<file path="config.mk">
export PLATFORM = sky130hd
export DESIGN_NAME = ci_interp
export DESIGN_NICKNAME = d
export VERILOG_FILES = /design/src/shared/ci_pkg.sv /design/src/shared/ci_axis_if.sv /design/src/verilog/ci_axis.sv /design/src/verilog/ci_interp.sv
export SDC_FILE = /design/constraint.sdc
export NUM_CORES = 2
export LEC_CHECK = 0
export ABC_AREA = 1
export BUFFER_PORTS_ARGS = -buffer_cell sky130_fd_sc_hd__buf_2
export CAP_MARGIN = 20
export CORE_ASPECT_RATIO = 0.9
export CORE_UTILIZATION = 56
export DETAILED_ROUTE_END_ITERATION = 6
export GPL_TIMING_DRIVEN = 0
export HOLD_SLACK_MARGIN = 0.1
export PLACE_DENSITY_LB_ADDON = 0.25
export SETUP_SLACK_MARGIN = 0.5
export SLEW_MARGIN = 5
export SYNTH_ARGS = -nofsm -noshare
export SYNTH_HDL_FRONTEND = slang
export SYNTH_SLANG_ARGS = --single-unit
</file>
<file path="constraint.sdc">
create_clock -name pclk -period 11.05 [get_ports pclk]
set_input_delay 0.5525 -clock pclk [delete_from_list [all_inputs] [get_ports pclk]]
set_output_delay 0.5525 -clock pclk [all_outputs]
set_load 0.1 [all_outputs]
</file>
<file path="src/shared/ci_pkg.sv">
// Constants, register map and types for the contour interpolator.
// Assumes a single 200 MHz clock and an APB register bus with 32-bit data.
package ci_pkg;
    localparam int NUM_AXES = 8;
    localparam int INC_W = 16;
    localparam int SUM_W = 24;
    localparam int POS_W = 32;
    localparam int EXP_W = 4;
    localparam int PT_W = 9;
    localparam int ADDR_W = 12;
    localparam int DATA_W = 32;
    localparam int IRQ_W = 4;

    // Segment exponent limits; zero is only legal as part of an exit record.
    localparam logic [EXP_W-1:0] EXP_EXIT = 4'h0;
    localparam logic [EXP_W-1:0] EXP_MIN = 4'h1;
    localparam logic [EXP_W-1:0] EXP_MAX = 4'h8;
    localparam logic signed [INC_W-1:0] INC_MAX = 16'sh7d00;
    localparam logic signed [INC_W-1:0] INC_MIN = 16'sh8300;

    // One interpolation point per millisecond.
    localparam int POINT_PERIOD_US = 1000;
    localparam int CLK_PERIOD_NS = 5;
    localparam int TICK_CYCLES = POINT_PERIOD_US * 1000 / CLK_PERIOD_NS;

    localparam logic [ADDR_W-1:0] ADDR_CTRL = 12'h000;
    localparam logic [ADDR_W-1:0] ADDR_EXP = 12'h004;
    localparam logic [ADDR_W-1:0] ADDR_COMMIT = 12'h008;
    localparam logic [ADDR_W-1:0] ADDR_STATUS = 12'h00c;
    localparam logic [ADDR_W-1:0] ADDR_IRQ_STAT = 12'h010;
    localparam logic [ADDR_W-1:0] ADDR_IRQ_MASK = 12'h014;
    localparam logic [ADDR_W-1:0] ADDR_REPLY = 12'h018;
    localparam logic [ADDR_W-1:0] ADDR_SEG_CNT = 12'h01c;
    localparam logic [6:0] PAGE_INC = 7'h01;
    localparam logic [6:0] PAGE_POS = 7'h02;

    localparam int ST_ACTIVE = 0;
    localparam int ST_RUNNING = 1;
    localparam int ST_PENDING = 2;
    localparam int ST_STALLED = 3;

    localparam int IRQ_SEG_DONE = 0;
    localparam int IRQ_ERROR = 1;
    localparam int IRQ_STALL = 2;
    localparam int IRQ_EXIT = 3;

    localparam logic [7:0] REPLY_ERR = 8'h3f;
    localparam logic [NUM_AXES-1:0] SEL_RESET = 8'h00;
    localparam logic [IRQ_W-1:0] MASK_RESET = 4'h0;

    typedef enum logic [1:0] {
        CI_OFF = 2'b00,
        CI_STALL = 2'b01,
        CI_RUN = 2'b10
    } ci_state_t;
endpackage : ci_pkg

</file>
<file path="src/shared/ci_axis_if.sv">
// Link between the segment sequencer and one axis interpolator.
// Load and step coincide at a segment boundary; the axis takes the point first.
`timescale 1ns/1ps
interface ci_axis_if;
    logic load;
    logic step;
    logic [ci_pkg::EXP_W-1:0] exp;
    logic signed [ci_pkg::INC_W-1:0] inc;
    logic signed [ci_pkg::POS_W-1:0] pos;
    modport ctrl (output load, output step, output exp, output inc, input pos);
    modport axis (input load, input step, input exp, input inc, output pos);
endinterface : ci_axis_if

</file>
<file path="src/verilog/ci_axis.sv">
// One axis interpolator: spreads an increment linearly over 2^exp points.
// Assumes the sequencer pulses load once per segment and step once per point.
`timescale 1ns/1ps
module ci_axis (
    // Clock and reset.
    input logic pclk,
    input logic presetn,
    // Sequencer side.
    ci_axis_if.axis bus
);
    logic signed [ci_pkg::SUM_W-1:0] sum, next_sum;
    logic signed [ci_pkg::INC_W-1:0] inc_q, next_inc;
    logic [ci_pkg::EXP_W-1:0] exp_q, next_exp;
    logic signed [ci_pkg::POS_W-1:0] start, next_start, pos, next_pos;
    logic signed [ci_pkg::SUM_W-1:0] step_sum;
    logic signed [ci_pkg::POS_W-1:0] step_pos;

    assign bus.pos = pos;

    // The running sum is shifted, not a per-point step, so the remainder
    // is spread over the points and the last point lands exactly.
    assign step_sum = sum + ci_pkg::SUM_W'(inc_q);
    assign step_pos = start + ci_pkg::POS_W'(step_sum >>> exp_q);

    always_comb begin
        next_sum = sum;
        next_inc = inc_q;
        next_exp = exp_q;
        next_start = start;
        next_pos = pos;
        if (bus.step) begin
            next_sum = step_sum;
            next_pos = step_pos;
        end
        // A chained segment loads on the tick of the previous last point, so
        // that point is taken first and the new segment starts on target.
        if (bus.load) begin
            next_sum = '0;
            next_inc = bus.inc;
            next_exp = bus.exp;
            next_start = bus.step ? step_pos : pos;
        end
    end

    always_ff @(posedge pclk or negedge presetn) begin
        if (!presetn) begin
            sum <= '0;
            inc_q <= '0;
            exp_q <= '0;
            start <= '0;
            pos <= '0;
        end else begin
            sum <= next_sum;
            inc_q <= next_inc;
            exp_q <= next_exp;
            start <= next_start;
            pos <= next_pos;
        end
    end
endmodule : ci_axis

</file>
<file path="src/verilog/ci_interp.sv">
// Contour interpolator top: APB registers, record slot and segment sequencer.
// Assumes a single clock at 200 MHz; all bus inputs are on that clock.
//
// The implementer's own choices: the placing of the registers and the APB slave port.
`timescale 1ns/1ps

module ci_interp #(
    parameter int TICK_CYCLES = ci_pkg::TICK_CYCLES
) (
    // Clock and reset.
    input logic pclk,
    input logic presetn,
    // APB slave.
    input logic [ci_pkg::ADDR_W-1:0] paddr,
    input logic psel,
    input logic penable,
    input logic pwrite,
    input logic [ci_pkg::DATA_W-1:0] pwdata,
    output logic pready,
    output logic [ci_pkg::DATA_W-1:0] prdata,
    output logic pslverr,
    // Motion outputs.
    output logic [ci_pkg::NUM_AXES-1:0] contour_active,
    output logic point_strobe,
    output logic [ci_pkg::NUM_AXES*ci_pkg::POS_W-1:0] axis_position,
    // Interrupt.
    output logic irq
);
    localparam int NA = ci_pkg::NUM_AXES;
    localparam int TICK_W = $clog2(TICK_CYCLES + 1);
    localparam logic [TICK_W-1:0] TICK_LAST = TICK_W'(TICK_CYCLES - 1);

    ci_pkg::ci_state_t state, next_state;
    logic [TICK_W-1:0] tick_cnt, next_tick_cnt;
    logic [ci_pkg::PT_W-1:0] pt_cnt, next_pt_cnt;
    logic [ci_pkg::EXP_W-1:0] cur_exp, next_cur_exp;
    logic [ci_pkg::NUM_AXES-1:0] axis_sel, next_axis_sel;
    logic [ci_pkg::EXP_W-1:0] exp_reg, next_exp_reg;
    logic signed [ci_pkg::INC_W-1:0] stage_inc [NA];
    logic signed [ci_pkg::INC_W-1:0] next_stage_inc [NA];
    logic signed [ci_pkg::INC_W-1:0] pend_inc [NA];
    logic signed [ci_pkg::INC_W-1:0] next_pend_inc [NA];
    logic pend_valid, next_pend_valid;
    logic pend_exit, next_pend_exit;
    logic [ci_pkg::EXP_W-1:0] pend_exp, next_pend_exp;
    logic [ci_pkg::DATA_W-1:0] seg_cnt, next_seg_cnt;
    logic [ci_pkg::IRQ_W-1:0] irq_stat, next_irq_stat;
    logic [ci_pkg::IRQ_W-1:0] irq_mask, next_irq_mask;
    logic [ci_pkg::IRQ_W-1:0] irq_ev;
    logic [ci_pkg::DATA_W-1:0] next_prdata;
    logic next_pslverr;
    logic [ci_pkg::NUM_AXES-1:0] next_active;
    logic next_strobe;
    logic signed [ci_pkg::POS_W-1:0] pos_vec [NA];
    logic [ci_pkg::NUM_AXES-1:0] step_vec;

    logic wr_en, setup_rd, ms_tick, run_tick, last_pt, seg_end;
    logic take, load_seg, take_exit;
    logic ctrl_wr, ctrl_bad, commit_wr, commit_bad, accept;
    logic inc_bad, all_zero, exit_rec, exp_bad;
    logic [ci_pkg::PT_W-1:0] seg_len;
    logic [2:0] ridx;

    // Zero wait states: read data is fetched in the setup phase.
    assign pready = 1'b1;
    assign wr_en = psel && penable && pwrite;
    assign setup_rd = psel && !penable;
    assign ridx = paddr[4:2];
    assign ctrl_wr = wr_en && paddr == ci_pkg::ADDR_CTRL;
    assign commit_wr = wr_en && paddr == ci_pkg::ADDR_COMMIT;

    // Millisecond point tick, free running.
    assign ms_tick = tick_cnt == TICK_LAST;
    assign next_tick_cnt = ms_tick ? '0 : tick_cnt + TICK_W'(1);

    // Segment timing.
    assign seg_len = ci_pkg::PT_W'(1) << cur_exp;
    assign last_pt = pt_cnt == seg_len - ci_pkg::PT_W'(1);
    assign run_tick = ms_tick && state == ci_pkg::CI_RUN;
    assign seg_end = run_tick && last_pt;
    // The slot is drained only between segments, never mid-segment.
    assign take = pend_valid && (state == ci_pkg::CI_STALL || seg_end);
    assign load_seg = take && !pend_exit;
    assign take_exit = take && pend_exit;

    // Record checks on the staged values of the selected axes.
    always_comb begin
        inc_bad = 1'b0;
        all_zero = 1'b1;
        for (int i = 0; i < NA; i++) begin
            if (axis_sel[i]) begin
                if (stage_inc[i] > ci_pkg::INC_MAX || stage_inc[i] < ci_pkg::INC_MIN) begin
                    inc_bad = 1'b1;
                end
                if (stage_inc[i] != 0) begin
                    all_zero = 1'b0;
                end
            end
        end
    end

    assign exit_rec = exp_reg == ci_pkg::EXP_EXIT && all_zero;
    assign exp_bad = exp_reg > ci_pkg::EXP_MAX || (exp_reg == ci_pkg::EXP_EXIT && !all_zero);
    // A commit while the slot is full is refused rather than overwriting it.
    assign commit_bad = commit_wr
        && (state == ci_pkg::CI_OFF || pend_valid || inc_bad || exp_bad);
    assign accept = commit_wr && !commit_bad;
    // Changing the selection mid-contour would tear the path, so it is refused.
    assign ctrl_bad = ctrl_wr && state != ci_pkg::CI_OFF;

    // Sequencer state.
    always_comb begin
        next_state = state;
        case (state)
            ci_pkg::CI_OFF: begin
                if (ctrl_wr && pwdata[NA-1:0] != '0) begin
                    next_state = ci_pkg::CI_STALL;
                end
            end
            ci_pkg::CI_STALL: begin
                if (take_exit) begin
                    next_state = ci_pkg::CI_OFF;
                end else if (load_seg) begin
                    next_state = ci_pkg::CI_RUN;
                end
            end
            ci_pkg::CI_RUN: begin
                if (seg_end) begin
                    if (take_exit) begin
                        next_state = ci_pkg::CI_OFF;
                    end else if (!load_seg) begin
                        next_state = ci_pkg::CI_STALL;
                    end
                end
            end
            default: begin
                next_state = ci_pkg::CI_OFF;
            end
        endcase
    end

    // Point counter, exponent in use and segment count.
    always_comb begin
        next_pt_cnt = pt_cnt;
        next_cur_exp = cur_exp;
        if (load_seg) begin
            next_pt_cnt = '0;
            next_cur_exp = pend_exp;
        end else if (run_tick) begin
            next_pt_cnt = pt_cnt + ci_pkg::PT_W'(1);
        end
        // The count wraps silently so the path may run on without end.
        next_seg_cnt = seg_end ? seg_cnt + 32'h0000_0001 : seg_cnt;
        next_active = next_state == ci_pkg::CI_OFF ? '0 : next_axis_sel;
        next_strobe = run_tick;
    end

    // Software registers and the record slot.
    always_comb begin
        next_axis_sel = axis_sel;
        next_exp_reg = exp_reg;
        next_irq_mask = irq_mask;
        next_stage_inc = stage_inc;
        next_pend_inc = pend_inc;
        next_pend_exp = pend_exp;
        next_pend_exit = pend_exit;
        next_pend_valid = pend_valid;
        if (ctrl_wr && !ctrl_bad) begin
            next_axis_sel = pwdata[NA-1:0];
        end
        if (wr_en && paddr == ci_pkg::ADDR_EXP) begin
            next_exp_reg = pwdata[ci_pkg::EXP_W-1:0];
        end
        if (wr_en && paddr == ci_pkg::ADDR_IRQ_MASK) begin
            next_irq_mask = pwdata[ci_pkg::IRQ_W-1:0];
        end
        if (wr_en && paddr[11:5] == ci_pkg::PAGE_INC && paddr[1:0] == 2'h0) begin
            next_stage_inc[ridx] = pwdata[ci_pkg::INC_W-1:0];
        end
        if (accept) begin
            next_pend_valid = 1'b1;
            next_pend_inc = stage_inc;
            next_pend_exp = exp_reg;
            next_pend_exit = exit_rec;
        end else if (take) begin
            next_pend_valid = 1'b0;
        end
        if (take_exit) begin
            next_axis_sel = '0;
        end
    end

    // Sticky interrupt status; a new event wins over a write-one clear.
    always_comb begin
        irq_ev = '0;
        irq_ev[ci_pkg::IRQ_SEG_DONE] = seg_end;
        irq_ev[ci_pkg::IRQ_ERROR] = commit_bad || ctrl_bad;
        irq_ev[ci_pkg::IRQ_STALL] = seg_end && !pend_valid;
        irq_ev[ci_pkg::IRQ_EXIT] = take_exit;
        next_irq_stat = irq_stat;
        if (wr_en && paddr == ci_pkg::ADDR_IRQ_STAT) begin
            next_irq_stat = irq_stat & ~pwdata[ci_pkg::IRQ_W-1:0];
        end
        next_irq_stat = next_irq_stat | irq_ev;
    end

    assign irq = |(irq_stat & irq_mask);

    // Read data and error answer, captured in the setup phase.
    always_comb begin
        next_prdata = prdata;
        next_pslverr = 1'b0;
        if (setup_rd) begin
            next_prdata = '0;
            case (paddr)
                ci_pkg::ADDR_CTRL: next_prdata[NA-1:0] = axis_sel;
                ci_pkg::ADDR_EXP: next_prdata[ci_pkg::EXP_W-1:0] = exp_reg;
                ci_pkg::ADDR_COMMIT: next_prdata = '0;
                ci_pkg::ADDR_STATUS: begin
                    next_prdata[ci_pkg::ST_ACTIVE] = state != ci_pkg::CI_OFF;
                    next_prdata[ci_pkg::ST_RUNNING] = state == ci_pkg::CI_RUN;
                    next_prdata[ci_pkg::ST_PENDING] = pend_valid;
                    next_prdata[ci_pkg::ST_STALLED] = state == ci_pkg::CI_STALL;
                end
                ci_pkg::ADDR_IRQ_STAT: next_prdata[ci_pkg::IRQ_W-1:0] = irq_stat;
                ci_pkg::ADDR_IRQ_MASK: next_prdata[ci_pkg::IRQ_W-1:0] = irq_mask;
                ci_pkg::ADDR_REPLY: begin
                    next_prdata[7:0] = irq_stat[ci_pkg::IRQ_ERROR] ? ci_pkg::REPLY_ERR : 8'h00;
                end
                ci_pkg::ADDR_SEG_CNT: next_prdata = seg_cnt;
                default: begin
                    if (paddr[1:0] != 2'h0) begin
                        next_pslverr = 1'b1;
                    end else if (paddr[11:5] == ci_pkg::PAGE_INC) begin
                        next_prdata = ci_pkg::DATA_W'(stage_inc[ridx]);
                    end else if (paddr[11:5] == ci_pkg::PAGE_POS) begin
                        next_prdata = pos_vec[ridx];
                    end else begin
                        next_pslverr = 1'b1;
                    end
                end
            endcase
        end else if (psel && penable) begin
            next_pslverr = pslverr;
        end
    end

    // Unmapped writes are caught in setup too, so pslverr stands in access.
    always_ff @(posedge pclk or negedge presetn) begin
        if (!presetn) begin
            state <= ci_pkg::CI_OFF;
            tick_cnt <= '0;
            pt_cnt <= '0;
            cur_exp <= ci_pkg::EXP_MIN;
            seg_cnt <= '0;
            contour_active <= '0;
            point_strobe <= 1'b0;
            axis_sel <= ci_pkg::SEL_RESET;
            exp_reg <= ci_pkg::EXP_EXIT;
            irq_mask <= ci_pkg::MASK_RESET;
            irq_stat <= '0;
            pend_valid <= 1'b0;
            pend_exit <= 1'b0;
            pend_exp <= ci_pkg::EXP_MIN;
            prdata <= '0;
            pslverr <= 1'b0;
            for (int i = 0; i < NA; i++) begin
                stage_inc[i] <= '0;
                pend_inc[i] <= '0;
            end
        end else begin
            state <= next_state;
            tick_cnt <= next_tick_cnt;
            pt_cnt <= next_pt_cnt;
            cur_exp <= next_cur_exp;
            seg_cnt <= next_seg_cnt;
            contour_active <= next_active;
            point_strobe <= next_strobe;
            axis_sel <= next_axis_sel;
            exp_reg <= next_exp_reg;
            irq_mask <= next_irq_mask;
            irq_stat <= next_irq_stat;
            pend_valid <= next_pend_valid;
            pend_exit <= next_pend_exit;
            pend_exp <= next_pend_exp;
            prdata <= next_prdata;
            pslverr <= next_pslverr;
            stage_inc <= next_stage_inc;
            pend_inc <= next_pend_inc;
        end
    end

    // One interpolator per axis; only selected axes load and step.
    for (genvar i = 0; i < NA; i++) begin : g_axis
        ci_axis_if ax ();
        assign ax.load = load_seg && axis_sel[i];
        assign ax.step = run_tick && axis_sel[i];
        assign ax.exp = pend_exp;
        assign ax.inc = pend_inc[i];
        assign pos_vec[i] = ax.pos;
        assign step_vec[i] = ax.step;
        assign axis_position[i*ci_pkg::POS_W +: ci_pkg::POS_W] = ax.pos;
        ci_axis u_axis (
            .pclk(pclk),
            .presetn(presetn),
            .bus(ax.axis)
        );
    end
endmodule : ci_interp

</file>
# == Word-level counts from Yosys, hierarchy flattened ==
# Cells that the tools add are included.
# word_totals
regBits,1253
inputBits,49
word_cells,323
# classes
n_addsub,20
n_lt_le_gt_ge,19
n_eq_ne,14
shift,9
mux,94
n_bitwise,5
reduce_logical,90
# ops
operator,count
two-way mux 32 bit,13
two-way mux 24 bit,16
adder 32 bit,8
nonzero test 32 bit,8
>>> shifter 24 x 4 -> 32 bit,8
adder 24 x 16 -> 24 bit,8
bitwise mux 128 bit,1
"greater-than comparator 16 bit, second input constant",8
"< comparator 16 bit, second input constant",8
binary-select mux 32 bit (select 3 bit),1
binary-select mux 16 bit (select 3 bit),1
demux 16 bit (select 3 bit),1
"equality test 12 x 5 -> 1 bit, second input constant",4
two-way mux 16 bit,3
case mux 24 bit (2 select lines),1
logical AND 1 bit,40
two-way mux 1 bit,40
"adder 32 x 1 -> 32 bit, second input constant",1
case mux 4 bit (8 select lines),1
"equality test 12 x 4 -> 1 bit, second input constant",2
two-way mux 8 bit,3
nonzero test 2 bit,12
"adder 18 x 1 -> 18 bit, second input constant",1
"equality test 18 bit, second input constant",1
other kinds (34),61

# == Depth between registers and ports, before layout ==
# logic_depth
ltp_word,25
depth_mapped,35
mapped_depth_nobuf,35

# == Cells and area by module ==
# Synthesis repeated with hierarchy kept, for this count alone.
# unflattened
hier_cells,13666
area_unflattened_um2,91481.5
# by_module_without_submodules
mod,n_inst,cells_per_inst,area_per_inst_um2,seq_area_each_um2
ci_axis (g_axis[1].u_axis ...),4,1350,8750.9,2702.6
ci_interp,1,2824,21294.2,9736.8
ci_axis (g_axis[6].u_axis),1,1359,8896.0,2702.6
ci_axis (g_axis[0].u_axis),1,1360,8788.4,2702.6
ci_axis (g_axis[5].u_axis),1,1364,8768.4,2702.6
ci_axis (g_axis[7].u_axis),1,1359,8730.9,2702.6

# == Worst setup path before layout ==
# OpenSTA, ideal clock, no wires.
# synth_timing
kind,register to register
startpoint,register g_axis[4].u_axis.inc_q[0] (netlist name)
endpoint,register g_axis[4].u_axis.start[30] (netlist name)
t_arrival_ps,3923
t_required_ps,10933
path_slack_ps,7010
path_stages_with_launch,31
period_less_slack_ps,4040
cell_sequence,dfrtp_1 > ha_1 > inv_1 > fa_1 > inv_1 > nand3_1 > nand2_1 > nand2_1 > nand2_1 > a21oi_1 > or2_2 > nand3_1 > nand3_1 > nand3_1 > nand3_1 > o21ai_0 > ha_1 > inv_1 > fa_1 > inv_1 > nand3_1 > nand2_1 > a21oi_1 > o21ai_0 > nand3_1 > nand2_1 > nand2_1 > nand3_1 > o21ai_0 > nand2_1 > nand2_1
# synth_via
elab_chain_len,4
# synth_rtl
element,line,text
"start, declared",ci_axis.sv:12,"logic signed [ci_pkg::INC_W-1:0] inc_q, next_inc;"
"start signal, assigned",ci_axis.sv:54,inc_q <= next_inc;
adder 24 x 16 -> 24 bit,ci_axis.sv:22,assign step_sum = sum + ci_pkg::SUM_W'(inc_q);
>>> shifter 24 x 4 -> 32 bit,ci_axis.sv:23,assign step_pos = start + ci_pkg::POS_W'(step_sum >>> exp_q);
adder 32 bit,ci_axis.sv:23,
two-way mux 32 bit,ci_axis.sv:41,next_start = bus.step ? step_pos : pos;
"end signal, assigned",ci_axis.sv:56,start <= next_start;
"end, declared",ci_axis.sv:14,"logic signed [ci_pkg::POS_W-1:0] start, next_start, pos, next_pos;"
# No other way between the ends.
# A chain may end at the register's enable or synchronous reset.

# == Worst setup path in the final report ==
# layout_timing
startpoint,register g_axis[4].u_axis.sum[0] (netlist name)
endpoint,register g_axis[4].u_axis.start[14] (netlist name)
# layout_via
elab_chain_len,4
# layout_rtl
element,line,text
"start, declared",ci_axis.sv:11,"logic signed [ci_pkg::SUM_W-1:0] sum, next_sum;"
"start signal, assigned",ci_axis.sv:53,sum <= next_sum;
adder 24 x 16 -> 24 bit,ci_axis.sv:22,
>>> shifter 24 x 4 -> 32 bit,ci_axis.sv:23,
adder 32 bit,ci_axis.sv:23,
two-way mux 32 bit,ci_axis.sv:41,
# No other way between the ends.

==> qor.yml <==
run_status:
  outcome: "complete, no violations"
timing:
  setup_violations: 0
  slew_headroom: 0.142
  rsz0062_at_grt: "false"
  finClkSkew_ns: 0.0503
  finalSetupTns_ns: 0
  min_period_ns: 5.62
  tightest_slew_ns: 1.29
  final_max_slew_viol_count: 0
  period_share: 0.509
  fmax_mhz: 178
  timing_hold_violations_final: 0
route:
  via_per_inst: 6.00
  totalWireLength_um: 409000
  wl_per_cell_um: 24.3
  detail_route.drc_violations: 0
  ant_nets: 0
  vias: 101000
  drt_iter0_markers: 14000
  first_pass_iters: 6
synthesis:
  synth_edf_count: 0
  synth_area_per_cell_um2: 6.57
  ys_seq_elements: 1253
  yosys.area_share.simple: 0.375
  async_reset_ff_frac: 1.00
  synth.net_count: 14600
  yosys.area.top_type: "dfrtp_1"
  synthDistinctLibCells: 64
  yosysMostFrequentCell: "nand2_1"
  ys.flop_type: "dfrtp_1"
  synthAdderAreaFrac: 0.0626
  yosys.area.top_type_share: 0.339
  ys_warn_count: 0
  synth_top_family_by_area: "simple AND/OR/NAND/NOR gates"
  yosysSeqAreaShare: 0.340
  syn_inst: 14100
  synth.area.top_cells: "dfrtp_1 (34%), nand2_1 (21%), nand3_1 (8.1%)"
  synthMuxAreaShare: 0.0106
  synthTopCellsByCount: "nand2_1 (5232), inv_1 (1700), nand3_1 (1492), dfrtp_1 (1251), nor2_1 (788)"
  syn_area_um2: 92300
  yosys.area_share.xor_xnor: 0.0229
  synth_compound_area_frac: 0.0966
global_routing:
  antenna_found_initial: 37
  grt_pass1_wl_um: 593000
  grt_pass1_vias: 91500
  grt_max_degree: 161
  grt_overflow: 0
  track_usage: 0.479
worst_setup_path:
  crit_slowest_cell: "o21ai_0"
  required_ns: 11.83
  crit_family: "simple AND/OR/NAND/NOR gates"
  path_class: "reg2reg"
  path_max_fanout: 4
  critPathBufInv: 4
  slowest_delay_ns: 0.62
  arrival_ns: 6.40
  r2r_setup_slack_ns: 5.43
  crit_top_cell: "nand3_1"
  crit_path_end_kind: "flip-flop"
  cp-start-kind: "flip-flop"
clock_network:
  clock_path_buffers: 3
  post_cts_resized: 0
  cts.htree.levels: 4
  cts_tree: "built"
  clockRootBuffer: "clkbuf_16"
  cts-buffers-inserted: 140
  clk_latency_ns: 0.87
  cts.sinks: 1253
  clk_pin_slew_ns: 0.07
place:
  dpl.cell_count: 16500
  hpwl_um: 327000
  io_buffers: 316
  gp_congestion: 1.16
die:
  die_h_um: 387
  core_area_um2: 163000
  ios: 349
  die_w_um: 430
  start_util: 0.567
  die_area_um2: 166000
  rows: 140
pwr:
  power_w: 0.0101
  peakVddDrop_mv: 0.123
  leakagePower_nw: 57.9
  power_density_nw_per_um2: 99.1
layout:
  top_regs: "g_axis.u_axis.bus.pos (256), g_axis.u_axis.start (256), g_axis.u_axis.sum (192)"
  drive_gt1_frac: 0.0550
  area_growth_pct: 10.7
  final_cells: 16800
  fillers: 15300
  nets: 15000
hold_path:
  hold_class: "in2reg"
run:
  max_cap_violations: 0
[cells by family after synthesis]
logic type                 count (synthesis)
buffers and inverters                   2195
xor gates and xnor gates                 241
DFF                                     1253
adders and majority gates                452
AOI/OAI and AO/OA                       1601
muxes                                     98
other                                      1
and+or+nand+nor                         8218
[final timing paths]
check,from,endpoint,cells past startpoint
max reg2reg,g_axis[4].u_axis.sum[0],g_axis[4].u_axis.start[14],28
max,g_axis[4].u_axis.sum[0],g_axis[4].u_axis.start[14],28
max in group asynchronous,presetn,g_axis[2].u_axis.sum[17],5
min in group asynchronous,presetn,g_axis[5].u_axis.sum[16],2
min reg2reg,tick_cnt[0],tick_cnt[0],1
min,pwdata[0],stage_inc[0],5
[per-stage QoR]
stage / setup WS (ns) / area, um2 / hold slack [ns] / utilization
2_1_floorplan: 7.01 / 92300 / 0.257 / -
3_3_place_gp: -18.01 / 96600 / 0.450 / 0.593
3_5_place_dp: 5.69 / 97100 / 0.459 / 0.596
4_1_cts: 5.66 / 102000 / 0.105 / 0.628
5_1_grt: 5.08 / 102000 / 0.142 / 0.628
6_report: 5.43 / 102000 / 0.152 / 0.628
[routing by layer]
metal,part of all wire,track usage,wire [um],vias to the layer above
met4,0.085,0.336,34700,18
met3,0.13,0.143,51800,1178
met2,0.39,0.656,159000,5999
met5,0.00033,0.00115,135,-
li1,-,-,-,46600
met1,0.40,0.643,163000,47100
[placed cells by master (no fill, tap or decap), types with 16 or more instances in the layout]
cell type  instances
diode_2           28
nor4_1            31
clkbuf_8          16
a21boi_0          45
xor2_1           174
buf_2            393
xnor2_1           66
nand3b_1          63
dfrtp_1         1251
nor3_1           125
inv_1           1700
or2_2             55
clkinv_2          17
nor2_1           788
bufinv_16         17
buf_1             68
o22ai_1          100
nand2_1         5232
a22oi_1           35
mux2i_1           98
a21o_1            30
fa_1              16
o211ai_1          60
buf_6             28
a31oi_1           39
clkbuf_16        141
a21oi_1          572
nand3_1         1491
o21ai_0          606
clkbuf_1         303
o21bai_1          27
ha_1             436
nand4_1          381
[worst reg2reg max path: cells and delay by family (launching register included)]
kind	cells	cell delay, ns
flops	1	0.37
compound gates	5	1.35
simple gates	15	2.08
buf+inv	4	0.40
fa+ha+maj	4	1.37
[repair_timing]
item                                    CTS  global route
endpoints found under the setup margin    0             0
hold buffers                              7             0
buffers inserted                          0             0
hold endpoints to repair                 99             0
[layout make-up]
class                           instances  area [um2]  share of cell area
Timing Repair Buffer                  345        2150              0.0210
Tap cell                             2130        2670              0.0261
Antenna cell                           28        70.1            0.000685
Buffer                                470        2110              0.0206
Inverter                             1725        6470              0.0633
Multi-Input combinational cell      10600       52400               0.513
Sequential cell                      1253       31400               0.307
Clock inverter                         83        1180              0.0116
Clock buffer                          175        3820              0.0373
[power by group]
group	total (W)	internal, W	switching (W)
clock	0.00518	0.00291	0.00226
sequential	0.00460	0.00460	0.00000780
combinational	0.000347	0.0000457	0.000301
total	0.0101	0.00756	0.00257
(Power assumes the default switching activity.)
